## src/verilog/alpo_regs.vh

```
// Constants for the absolute linear position output block
`ifndef ALPO_REGS_VH
`define ALPO_REGS_VH

// ----------------------------------------------------------------
// Clock and timing
// ----------------------------------------------------------------
`define ALPO_CLK_HZ        40000000
`define ALPO_CLK_MHZ       40
`define ALPO_BAUD_BPS      9600
`define ALPO_BAUD_CYCLES   ((`ALPO_CLK_HZ + `ALPO_BAUD_BPS / 2) / `ALPO_BAUD_BPS)
`define ALPO_EDGE_NS       1000
`define ALPO_EDGE_CYCLES   ((`ALPO_EDGE_NS * `ALPO_CLK_MHZ) / 1000)
`define ALPO_CNT_W         16

// ----------------------------------------------------------------
// Position layout
// ----------------------------------------------------------------
`define ALPO_POS_W         36
`define ALPO_HI_W          16
`define ALPO_LO_W          20
`define ALPO_LIMIT_W       16

// ----------------------------------------------------------------
// Serial character format
// ----------------------------------------------------------------
`define ALPO_CHAR_W        7
`define ALPO_MSG_LEN       8
`define ALPO_CH_P          7'h50
`define ALPO_CH_PLUS       7'h2b
`define ALPO_CH_MINUS      7'h2d
`define ALPO_CH_ZERO       7'h30
`define ALPO_CH_CR         7'h0d

// ----------------------------------------------------------------
// Encoder usage setting values
// ----------------------------------------------------------------
`define ALPO_USE_ABSOLUTE  1'b0
`define ALPO_USE_INCREMENT 1'b1

`endif

```

## src/verilog/alpo_top.v

```verilog
// Absolute linear position output on the divided-pulse lines
//
// Overview of operation
// RQ1: Position is held as a 36-bit signed two's-complement value.
// RQ2: Position counts encoder quadrature edges from the encoder origin.
// RQ3: Report uses the position snapshot taken when the report starts.
// RQ4: Snapshot splits into signed upper 16 bits and lower 20 bits.
// RQ5: Upper part goes first as a serial message on phase A.
// RQ6: Lower 20 bits then follow as a quadrature pulse train.
// RQ7: After the train, phase A and B follow live encoder movement.
// RQ8: No report is produced before control power is up.
// RQ9: A rising report request starts the output sequence.
// RQ10: Host must receive the serial message with its own receiver.
// RQ11: During the serial message phase B stays low and steady.
// RQ12: Usage setting 0 absolute, 1 incremental, latched only at restart.
// RQ13: Limit mismatch alarm raised at restart when the two limits differ.
// RQ14: Serial frame is 9600 baud, start, 7 bits, even parity, stop.
// RQ15: Message is P, sign, five digits, carriage return.
// RQ16: Origin output carries only the encoder origin marker, always.
`include "alpo_regs.vh"

module alpo_top #(
  parameter BAUD_CYCLES = `ALPO_BAUD_CYCLES,
  parameter EDGE_CYCLES = `ALPO_EDGE_CYCLES
) (
  input  wire                      clock,
  input  wire                      rst_b,
  input  wire                      control_power_ok,
  input  wire                      encoder_report_request,
  input  wire                      encoder_usage_setting,
  input  wire [`ALPO_LIMIT_W-1:0]  turn_wrap_limit_setting,
  input  wire [`ALPO_LIMIT_W-1:0]  encoder_turn_wrap_limit,
  input  wire [`ALPO_POS_W-1:0]    encoder_position,
  input  wire                      enc_phase_a,
  input  wire                      enc_phase_b,
  input  wire                      enc_origin,
  output reg                       phase_a_divided_out,
  output reg                       phase_b_divided_out,
  output reg                       origin_marker_out,
  output reg                       limit_mismatch_alarm,
  output reg                       absolute_mode,
  output reg                       report_busy
);

  localparam [2:0] ST_IDLE  = 3'h0;
  localparam [2:0] ST_CONV  = 3'h1;
  localparam [2:0] ST_SEND  = 3'h2;
  localparam [2:0] ST_WAIT  = 3'h3;
  localparam [2:0] ST_PULSE = 3'h4;
  localparam [2:0] ST_INCR  = 3'h5;

  localparam integer           EDGE_LAST_I = EDGE_CYCLES - 1;
  localparam [`ALPO_CNT_W-1:0] EDGE_LAST   = EDGE_LAST_I[`ALPO_CNT_W-1:0];
  // ----------------------------------------------------------------
  // Input synchronisers
  // ----------------------------------------------------------------
  reg [5:0]                sync_1;
  reg [5:0]                sync_2;
  reg [`ALPO_LIMIT_W-1:0]  drv_limit_1;
  reg [`ALPO_LIMIT_W-1:0]  drv_limit_2;
  reg [`ALPO_LIMIT_W-1:0]  enc_limit_1;
  reg [`ALPO_LIMIT_W-1:0]  enc_limit_2;
  reg [`ALPO_POS_W-1:0]    enc_pos_1;
  reg [`ALPO_POS_W-1:0]    enc_pos_2;

  wire power_ok = sync_2[0];
  wire request  = sync_2[1];
  wire usage    = sync_2[2];
  wire a_now    = sync_2[3];
  wire b_now    = sync_2[4];
  wire z_now    = sync_2[5];

  always @(posedge clock or negedge rst_b) begin
    if (!rst_b) begin
      sync_1      <= 6'h00;
      sync_2      <= 6'h00;
      drv_limit_1 <= {`ALPO_LIMIT_W{1'b0}};
      drv_limit_2 <= {`ALPO_LIMIT_W{1'b0}};
      enc_limit_1 <= {`ALPO_LIMIT_W{1'b0}};
      enc_limit_2 <= {`ALPO_LIMIT_W{1'b0}};
      enc_pos_1   <= {`ALPO_POS_W{1'b0}};
      enc_pos_2   <= {`ALPO_POS_W{1'b0}};
    end else begin
      sync_1      <= {enc_origin, enc_phase_b, enc_phase_a,
                      encoder_usage_setting, encoder_report_request,
                      control_power_ok};
      sync_2      <= sync_1;
      drv_limit_1 <= turn_wrap_limit_setting;
      drv_limit_2 <= drv_limit_1;
      enc_limit_1 <= encoder_turn_wrap_limit;
      enc_limit_2 <= enc_limit_1;
      enc_pos_1   <= encoder_position;
      enc_pos_2   <= enc_pos_1;
    end
  end

  // ----------------------------------------------------------------
  // Restart capture
  // ----------------------------------------------------------------
  // Settings are sampled once after release; later changes wait for restart
  reg [1:0] boot_count;
  reg       booted;
  wire      boot_capture = !booted && (boot_count == 2'h3);

  always @(posedge clock or negedge rst_b) begin
    if (!rst_b) begin
      boot_count           <= 2'h0;
      booted               <= 1'b0;
      absolute_mode        <= 1'b0;
      limit_mismatch_alarm <= 1'b0;
    end else if (!booted) begin
      boot_count <= boot_count + 1'b1;
      if (boot_capture) begin
        booted               <= 1'b1;
        absolute_mode        <= (usage == `ALPO_USE_ABSOLUTE);   // RQ12
        limit_mismatch_alarm <= (drv_limit_2 != enc_limit_2);    // RQ13
      end
    end
  end

  // ----------------------------------------------------------------
  // Position tracking
  // ----------------------------------------------------------------
  reg                         a_prev;
  reg                         b_prev;
  reg signed [`ALPO_POS_W-1:0] position;

  wire one_edge = (a_now ^ a_prev) ^ (b_now ^ b_prev);
  wire forward  = a_now ^ b_prev;

  always @(posedge clock or negedge rst_b) begin
    if (!rst_b) begin
      a_prev   <= 1'b0;
      b_prev   <= 1'b0;
      position <= {`ALPO_POS_W{1'b0}};
    end else begin
      a_prev <= a_now;
      b_prev <= b_now;
      if (boot_capture) begin
        position <= enc_pos_2;                                   // RQ1
      end else if (booted && one_edge) begin
        if (forward) begin
          position <= position + 1'b1;                           // RQ2
        end else begin
          position <= position - 1'b1;                           // RQ2
        end
      end
    end
  end

  // ----------------------------------------------------------------
  // Report sequencer
  // ----------------------------------------------------------------
  reg [2:0]                state;
  reg                      req_prev;
  reg [`ALPO_HI_W-1:0]     snap_hi;
  reg [`ALPO_LO_W-1:0]     snap_lo;
  reg [`ALPO_LO_W-1:0]     edges_sent;
  reg [16:0]               remainder;
  reg [3:0]                digit_acc;
  reg [2:0]                digit_index;
  reg [3:0]                digit [0:4];
  reg [2:0]                char_index;
  reg [`ALPO_CNT_W-1:0]    edge_timer;
  reg [1:0]                quad_step;
  reg                      tx_start;
  reg [`ALPO_CHAR_W-1:0]   tx_char;
  reg [16:0]               weight;
  reg [`ALPO_CHAR_W-1:0]   next_char;

  wire tx_line;
  wire tx_busy;
  wire tx_done;

  wire req_rise = request && !req_prev;

  always @* begin
    case (digit_index)
      3'h0:    weight = 17'h02710;
      3'h1:    weight = 17'h003e8;
      3'h2:    weight = 17'h00064;
      3'h3:    weight = 17'h0000a;
      default: weight = 17'h00001;
    endcase
  end

  // RQ15
  always @* begin
    case (char_index)
      3'h0:    next_char = `ALPO_CH_P;
      3'h1:    next_char = snap_hi[`ALPO_HI_W-1] ? `ALPO_CH_MINUS : `ALPO_CH_PLUS;
      3'h2:    next_char = `ALPO_CH_ZERO + {3'h0, digit[0]};
      3'h3:    next_char = `ALPO_CH_ZERO + {3'h0, digit[1]};
      3'h4:    next_char = `ALPO_CH_ZERO + {3'h0, digit[2]};
      3'h5:    next_char = `ALPO_CH_ZERO + {3'h0, digit[3]};
      3'h6:    next_char = `ALPO_CH_ZERO + {3'h0, digit[4]};
      default: next_char = `ALPO_CH_CR;
    endcase
  end

  always @(posedge clock or negedge rst_b) begin
    if (!rst_b) begin
      state       <= ST_IDLE;
      req_prev    <= 1'b0;
      snap_hi     <= {`ALPO_HI_W{1'b0}};
      snap_lo     <= {`ALPO_LO_W{1'b0}};
      edges_sent  <= {`ALPO_LO_W{1'b0}};
      remainder   <= 17'h00000;
      digit_acc   <= 4'h0;
      digit_index <= 3'h0;
      digit[0]    <= 4'h0;
      digit[1]    <= 4'h0;
      digit[2]    <= 4'h0;
      digit[3]    <= 4'h0;
      digit[4]    <= 4'h0;
      char_index  <= 3'h0;
      edge_timer  <= {`ALPO_CNT_W{1'b0}};
      quad_step   <= 2'h1;
      tx_start    <= 1'b0;
      tx_char     <= {`ALPO_CHAR_W{1'b0}};
    end else begin
      req_prev <= request;
      tx_start <= 1'b0;
      if (!request || !power_ok || !absolute_mode) begin
        // Dropping the request aborts any report in progress
        state <= ST_IDLE;
      end else begin
        case (state)
          ST_IDLE: begin
            if (req_rise && booted) begin                        // RQ8 RQ9
              snap_hi     <= position[`ALPO_POS_W-1:`ALPO_LO_W]; // RQ3 RQ4
              snap_lo     <= position[`ALPO_LO_W-1:0];           // RQ4
              remainder   <= position[`ALPO_POS_W-1] ?
                             17'h00000 - {position[`ALPO_POS_W-1], position[`ALPO_POS_W-1:`ALPO_LO_W]} :
                             {1'b0, position[`ALPO_POS_W-1:`ALPO_LO_W]};
              digit_acc   <= 4'h0;
              digit_index <= 3'h0;
              char_index  <= 3'h0;
              state       <= ST_CONV;
            end
          end
          ST_CONV: begin
            // Decimal by repeated subtraction: slow but tiny
            if (remainder >= weight) begin
              remainder <= remainder - weight;
              digit_acc <= digit_acc + 1'b1;
            end else begin
              digit[digit_index] <= digit_acc;
              digit_acc          <= 4'h0;
              if (digit_index == 3'h4) begin
                state <= ST_SEND;
              end else begin
                digit_index <= digit_index + 1'b1;
              end
            end
          end
          ST_SEND: begin
            // An aborted report may leave a character still on the line
            if (!tx_busy) begin
              tx_char  <= next_char;                             // RQ5
              tx_start <= 1'b1;
              state    <= ST_WAIT;
            end
          end
          ST_WAIT: begin
            if (tx_done) begin
              if (char_index == `ALPO_MSG_LEN - 1) begin
                edges_sent <= {`ALPO_LO_W{1'b0}};
                edge_timer <= {`ALPO_CNT_W{1'b0}};
                quad_step  <= 2'h1;
                state      <= ST_PULSE;                          // RQ6
              end else begin
                char_index <= char_index + 1'b1;
                state      <= ST_SEND;
              end
            end
          end
          ST_PULSE: begin
            if (edges_sent == snap_lo) begin
              state <= ST_INCR;                                  // RQ7
            end else if (edge_timer != EDGE_LAST) begin
              edge_timer <= edge_timer + 1'b1;
            end else begin
              edge_timer <= {`ALPO_CNT_W{1'b0}};
              quad_step  <= quad_step + 1'b1;                    // RQ6
              edges_sent <= edges_sent + 1'b1;
            end
          end
          ST_INCR: state <= ST_INCR;
          default: begin
            state <= ST_IDLE;
          end
        endcase
      end
    end
  end

  // RQ14
  alpo_uart_tx #(
    .BIT_CYCLES (BAUD_CYCLES)
  ) u_uart (
    .clock (clock),
    .rst_b (rst_b),
    .start (tx_start),
    .data  (tx_char),
    .tx    (tx_line),
    .busy  (tx_busy),
    .done  (tx_done)
  );

  // ----------------------------------------------------------------
  // Output lines
  // ----------------------------------------------------------------
  // Absolute-mode idle and pre-capture hold A at mark, B low: no false start bit, no count
  always @(posedge clock or negedge rst_b) begin
    if (!rst_b) begin
      phase_a_divided_out <= 1'b1;
      phase_b_divided_out <= 1'b0;
      origin_marker_out   <= 1'b0;
      report_busy         <= 1'b0;
    end else begin
      origin_marker_out <= z_now;                                // RQ16
      report_busy       <= (state != ST_IDLE) && (state != ST_INCR);
      if ((booted && !absolute_mode) || state == ST_INCR) begin
        phase_a_divided_out <= a_now;                            // RQ7
        phase_b_divided_out <= b_now;                            // RQ7
      end else if (state == ST_PULSE) begin
        phase_a_divided_out <= quad_step[0] ^ quad_step[1];
        phase_b_divided_out <= quad_step[1];
      end else if (state == ST_SEND || state == ST_WAIT) begin
        phase_a_divided_out <= tx_line;                          // RQ5
        phase_b_divided_out <= 1'b0;                             // RQ11
      end else begin
        phase_a_divided_out <= 1'b1;
        phase_b_divided_out <= 1'b0;                             // RQ11
      end
    end
  end

endmodule

```

## src/verilog/alpo_uart_tx.v

```verilog
// Start-stop character transmitter, 7 data bits, even parity, one stop bit
`include "alpo_regs.vh"

module alpo_uart_tx #(
  parameter BIT_CYCLES = `ALPO_BAUD_CYCLES
) (
  input  wire                     clock,
  input  wire                     rst_b,
  input  wire                     start,
  input  wire [`ALPO_CHAR_W-1:0]  data,
  output reg                      tx,
  output reg                      busy,
  output reg                      done
);

  localparam integer           BIT_LAST_I = BIT_CYCLES - 1;
  localparam [`ALPO_CNT_W-1:0] BIT_LAST   = BIT_LAST_I[`ALPO_CNT_W-1:0];

  reg [`ALPO_CNT_W-1:0] bit_timer;
  reg [3:0]             bit_index;
  reg [9:0]             frame;

  // ----------------------------------------------------------------
  // Frame: start, data LSB first, even parity, stop
  // ----------------------------------------------------------------
  always @(posedge clock or negedge rst_b) begin
    if (!rst_b) begin
      tx        <= 1'b1;
      busy      <= 1'b0;
      done      <= 1'b0;
      bit_timer <= {`ALPO_CNT_W{1'b0}};
      bit_index <= 4'h0;
      frame     <= 10'h3ff;
    end else begin
      done <= 1'b0;
      if (!busy) begin
        tx <= 1'b1;
        if (start) begin
          frame     <= {1'b1, ^data, data, 1'b0};
          tx        <= 1'b0;
          busy      <= 1'b1;
          bit_timer <= {`ALPO_CNT_W{1'b0}};
          bit_index <= 4'h0;
        end
      end else if (bit_timer != BIT_LAST) begin
        bit_timer <= bit_timer + 1'b1;
      end else begin
        bit_timer <= {`ALPO_CNT_W{1'b0}};
        if (bit_index == 4'h9) begin
          busy <= 1'b0;
          done <= 1'b1;
          tx   <= 1'b1;
        end else begin
          bit_index <= bit_index + 1'b1;
          tx        <= frame[bit_index + 4'h1];
        end
      end
    end
  end

endmodule

```

## config.mk

```make
export PLATFORM = sky130hd
export DESIGN_NAME = alpo_top
export DESIGN_NICKNAME = d
export VERILOG_FILES = /design/src/verilog/alpo_top.v /design/src/verilog/alpo_uart_tx.v
export VERILOG_INCLUDE_DIRS = /design/src /design/src/verilog
export SDC_FILE = /design/constraint.sdc
export NUM_CORES = 1
export LEC_CHECK = 0
export ABC_AREA = 0
export BUFFER_PORTS_ARGS = -buffer_cell sky130_fd_sc_hd__buf_4
export CAP_MARGIN = 20
export CORE_ASPECT_RATIO = 1.5
export CORE_MARGIN = 2
export CORE_UTILIZATION = 30
export CTS_CLUSTER_DIAMETER = 80
export CTS_CLUSTER_SIZE = 20
export DETAILED_ROUTE_END_ITERATION = 8
export PLACE_DENSITY = 0.55
export SLEW_MARGIN = 20
export SYNTH_ARGS = -nofsm -noshare
export SYNTH_HDL_FRONTEND = slang
export SYNTH_HIERARCHICAL = 1
export SYNTH_SLANG_ARGS = --single-unit
```

## constraint.sdc

```tcl
create_clock -name clock -period 4.55 [get_ports clock]
set_input_delay 0.455 -clock clock [delete_from_list [all_inputs] [get_ports clock]]
set_output_delay 0.455 -clock clock [all_outputs]
set_load 0.05 [all_outputs]
```

==> impl_metrics.xml <==
<?xml version="1.0" encoding="UTF-8"?>
<metrics>
  <group name="power">
    <metric name="ir_worst_vdd" unit="mV">0.3747</metric>
    <metric name="p_leak" unit="nW">8.425</metric>
    <metric name="power.density_cell_area" unit="mW/mm^2">504.5</metric>
  </group>
  <group name="timing">
    <metric name="totalNegativeSetupSlack" unit="ns">0</metric>
    <metric name="timing.final.ws_setup" unit="ns">0.7274</metric>
    <metric name="whs" unit="ns">-0.02975</metric>
    <metric name="worst-slew-pin-transition" unit="ns">0.9062</metric>
    <metric name="timing_hold_violations_final" unit="">11</metric>
    <metric name="final-max-slew-violation-count" unit="">0</metric>
    <metric name="clock.fmax" unit="MHz">261.6</metric>
    <metric name="fin_skew" unit="ns">0.01981</metric>
    <metric name="grt_setup_unrepaired" unit="">no</metric>
    <metric name="report.final.setup_viol" unit="">0</metric>
    <metric name="final_worst_path_period_share" unit="">0.8401</metric>
    <metric name="relSlewSlack" unit="">0.3936</metric>
    <metric name="final_period_minus_worst_setup_slack" unit="ns">3.823</metric>
  </group>
  <group name="synth">
    <metric name="synth-async-reset-ratio" unit="">1.000</metric>
    <metric name="synth_enable_flop_cells" unit="">0</metric>
    <metric name="synth-main-ff-cell" unit="">sky130_fd_sc_hd__dfrtp_1</metric>
    <metric name="syn_avg_cell_area" unit="sq um">10.29</metric>
    <metric name="synth.distinct_cells" unit="">82</metric>
    <metric name="synthesized_netlist_cell_count" unit="">1631</metric>
    <metric name="ys_seq_elements" unit="">345</metric>
    <metric name="synthesis.nets" unit="">1776</metric>
    <metric name="synth_seq_area_share" unit="">0.5154</metric>
    <metric name="ys.warnings.count" unit="">6</metric>
    <metric name="synth.cell_area" unit="sq mm">0.01678</metric>
  </group>
  <group name="worst_setup_path">
    <metric name="cp_data_arrival_time" unit="ns">4.25</metric>
    <metric name="critical_path_peak_fanout" unit="">26</metric>
    <metric name="number_of_cells_on_the_worst_reg_to_reg_path" unit="">13</metric>
    <metric name="critPathKind" unit="">register to register</metric>
    <metric name="start_kind" unit="">register</metric>
    <metric name="crit_required" unit="ns">4.97</metric>
    <metric name="worst_setup_path_end_kind" unit="">register</metric>
  </group>
  <group name="global_routing">
    <metric name="grt_pass1_wl" unit="mm">67.49</metric>
    <metric name="global_route.overflow_total" unit="">0</metric>
    <metric name="number_of_global_route_vias_before_repair" unit="">12870</metric>
    <metric name="grt_start_max_net_pins" unit="">114</metric>
    <metric name="grt.total_usage" unit="">0.1428</metric>
    <metric name="antenna_found_initial" unit="">0</metric>
  </group>
  <group name="floorplanning">
    <metric name="die_x" unit="um">197.1</metric>
    <metric name="floorplan.core_area" unit="sq mm">0.05557</metric>
    <metric name="total_die_area" unit="sq mm">0.05788</metric>
    <metric name="core.rowCount" unit="">106</metric>
    <metric name="ioPinCount" unit="">82</metric>
    <metric name="initial_utilization" unit="">0.3019</metric>
    <metric name="floorplan.die.height" unit="um">293.6</metric>
  </group>
  <group name="status">
    <metric name="status" unit="">finished with violations</metric>
    <metric name="failed_checks" unit="">hold timing</metric>
  </group>
  <group name="detailed_routing">
    <metric name="drt-initial-drc-count" unit="">811</metric>
    <metric name="vias_per_cell" unit="">5.169</metric>
    <metric name="drt_drc_violations_left" unit="">0</metric>
    <metric name="detail-route-antenna-nets" unit="">0</metric>
    <metric name="dr_total_vias" unit="">12780</metric>
    <metric name="detailedRoute.firstPassIterationCount" unit="">6</metric>
    <metric name="detail_route.wl_per_cell" unit="um">16.64</metric>
    <metric name="routed_wl" unit="mm">41.13</metric>
  </group>
  <group name="layout">
    <metric name="antennaDiodeCount" unit="">0</metric>
    <metric name="final_area" unit="sq mm">0.01954</metric>
    <metric name="fin_util" unit="">0.3516</metric>
    <metric name="mostFrequentLayoutCell" unit="">sky130_fd_sc_hd__dfrtp_1</metric>
    <metric name="proportion_of_layout_cells_with_a_drive_suffix_above_1" unit="">0.1164</metric>
    <metric name="layout.cells.most_common_list" unit="">333 x sky130_fd_sc_hd__dfrtp_1, 151 x sky130_fd_sc_hd__nand2_1, 150 x sky130_fd_sc_hd__o21ai_0</metric>
    <metric name="area_growth" unit="%">16.46</metric>
    <metric name="n_fill_cell" unit="">5528</metric>
    <metric name="finalNonFillerCells" unit="">2472</metric>
    <metric name="finish.net_count" unit="">1900</metric>
  </group>
  <group name="cts">
    <metric name="clk_pin_slew_worst_paths" unit="ns">0.09</metric>
    <metric name="cts.sinks" unit="">345</metric>
    <metric name="worst_skew_pair_later_pin_latency" unit="ns">0.55</metric>
    <metric name="cts.htree.levels" unit="">1</metric>
    <metric name="clock_tree.root_cell" unit="">sky130_fd_sc_hd__clkbuf_16</metric>
    <metric name="post_cts_resize_count" unit="">0</metric>
    <metric name="cts_inserted_buffers" unit="">21</metric>
    <metric name="cts_max_path_buffers" unit="">3</metric>
    <metric name="clock_tree_from_tritoncts" unit="">done</metric>
  </group>
  <group name="placement">
    <metric name="io_buffers" unit="">81</metric>
    <metric name="post_dp_cell_area" unit="sq mm">0.01817</metric>
    <metric name="dp_hpwl" unit="mm">29.45</metric>
    <metric name="gp_congestion" unit="">0.8792</metric>
    <metric name="numPlacedInstances" unit="">2362</metric>
    <metric name="place_worst_setup_slack" unit="ns">0.8124</metric>
  </group>
  <group name="flow_run">
    <metric name="drv_cap" unit="">0</metric>
  </group>
  <group name="hold_path">
    <metric name="worstHoldPathType" unit="">primary input to async pin</metric>
  </group>
</metrics>
power by group:
group          leakage (nW)  switching [W]  internal, W
clock network         0.300        0.00104     0.000939
registers              4.26       0.000475      0.00350
logic                  3.87        0.00227      0.00163
total                  8.43        0.00378      0.00607
worst max-delay path, stage by stage, from the launching register on:
cell and delay (ns):
sky130_fd_sc_hd__dfrtp_1 0.41, sky130_fd_sc_hd__xor2_1 0.15, sky130_fd_sc_hd__buf_4 0.16, sky130_fd_sc_hd__inv_1 0.29
sky130_fd_sc_hd__buf_12 0.25, sky130_fd_sc_hd__ha_1 0.35, sky130_fd_sc_hd__a21oi_1 0.33, sky130_fd_sc_hd__nand2_1 0.15
sky130_fd_sc_hd__a2111oi_0 0.65, sky130_fd_sc_hd__buf_4 0.23, sky130_fd_sc_hd__nor3_1 0.05, sky130_fd_sc_hd__and3b_1 0.25
sky130_fd_sc_hd__xor2_1 0.30, sky130_fd_sc_hd__a21oi_1 0.12
state kept, by name (all words and copies together), names as in the netlist, 7 cells and up:
register          count
edges_sent           20
snap_lo              20
enc_pos_2            36
enc_limit_1          16
remainder            17
drv_limit_1          16
edge_timer           16
enc_pos_1            36
digit                20
u_uart/frame          9
u_uart/bit_timer     16
drv_limit_2          16
tx_char               7
enc_limit_2          16
position             36
through the flow:
step,total power (W),hold slack (ns)
detailed placement,0.007850,0.3347
floorplan,0.006731,0.1594
global placement,0.007827,0.3324
finish,0.009857,-0.02975
global route,0.01058,0.006624
CTS,0.009929,0.00006684
per-layer routing:
metal,vias to the layer above,wire length [um],GRT usage
li1,6132,-,-
met1,6275,16750,0.1686
met2,301,21880,0.2691
met3,70,1346,0.01352
met4,0,1154,0.04695
met5,-,0,0
cell families after synthesis:
kind of cell,count (synthesis),share of synthesized area
AO/OA/AOI/OAI,438,0.1627
multiplexers,58,0.03922
adder cells (fa/ha/maj),69,0.05235
AND/OR/NAND/NOR,498,0.1462
buffers and inverters,110,0.02513
XOR/XNOR,113,0.05899
flip-flops,345,0.5154
area by class of cell:
| class | instances | area [sq um] | area share |
|---|---|---|---|
| Clock inverter | 3 | 50.05 | 0.002561 |
| Clock buffer | 35 | 578.1 | 0.02958 |
| Multi-Input combinational cell | 1176 | 7716 | 0.3949 |
| Timing Repair Buffer | 169 | 1511 | 0.07735 |
| Tap cell | 702 | 878.3 | 0.04495 |
| Sequential cell | 345 | 8648 | 0.4426 |
| Inverter | 42 | 157.7 | 0.008068 |
what timing repair did:
item                                   CTS  global route
buffers inserted                         0             0
hold buffers                            54            17
endpoints found under the hold margin   54            17
synth_stat cells, types with 15 or more instances:
cell                       number  area share
sky130_fd_sc_hd__xnor2_1       68       0.035
sky130_fd_sc_hd__nor4_1        19      0.0071
sky130_fd_sc_hd__dfrtp_1      333        0.50
sky130_fd_sc_hd__or3_1         15      0.0056
sky130_fd_sc_hd__nand2b_1      16      0.0060
sky130_fd_sc_hd__nor3_1        41       0.012
sky130_fd_sc_hd__a21oi_1      101       0.030
sky130_fd_sc_hd__a21o_1        19      0.0085
sky130_fd_sc_hd__nand4_1       33       0.012
sky130_fd_sc_hd__o21ai_0      150       0.045
sky130_fd_sc_hd__and3_1        21      0.0078
sky130_fd_sc_hd__inv_1         41      0.0092
sky130_fd_sc_hd__xor2_1        45       0.023
sky130_fd_sc_hd__nand2_1      151       0.034
sky130_fd_sc_hd__a31oi_1       22      0.0082
sky130_fd_sc_hd__ha_1          67       0.050
sky130_fd_sc_hd__nand3_1       40       0.012
sky130_fd_sc_hd__nor2_1       109       0.024
sky130_fd_sc_hd__a211oi_1      15      0.0067
sky130_fd_sc_hd__clkbuf_1      58       0.013
sky130_fd_sc_hd__mux2_2        52       0.035
worst paths after layout:
check | start | to | slack, ns
setup / recovery | sync_2[3] | position[31] | 0.73
hold / removal | rst_b | u_uart/bit_timer[6] | -0.03
setup reg to reg | sync_2[3] | position[31] | 0.73
hold reg to reg | drv_limit_1[11] | drv_limit_2[11] | 0.33
max in group asynchronous | rst_b | remainder[1] | 3.49
min in group clock | encoder_position[12] | enc_pos_1[12] | 0.03
Power figures use the tool's default switching activity.
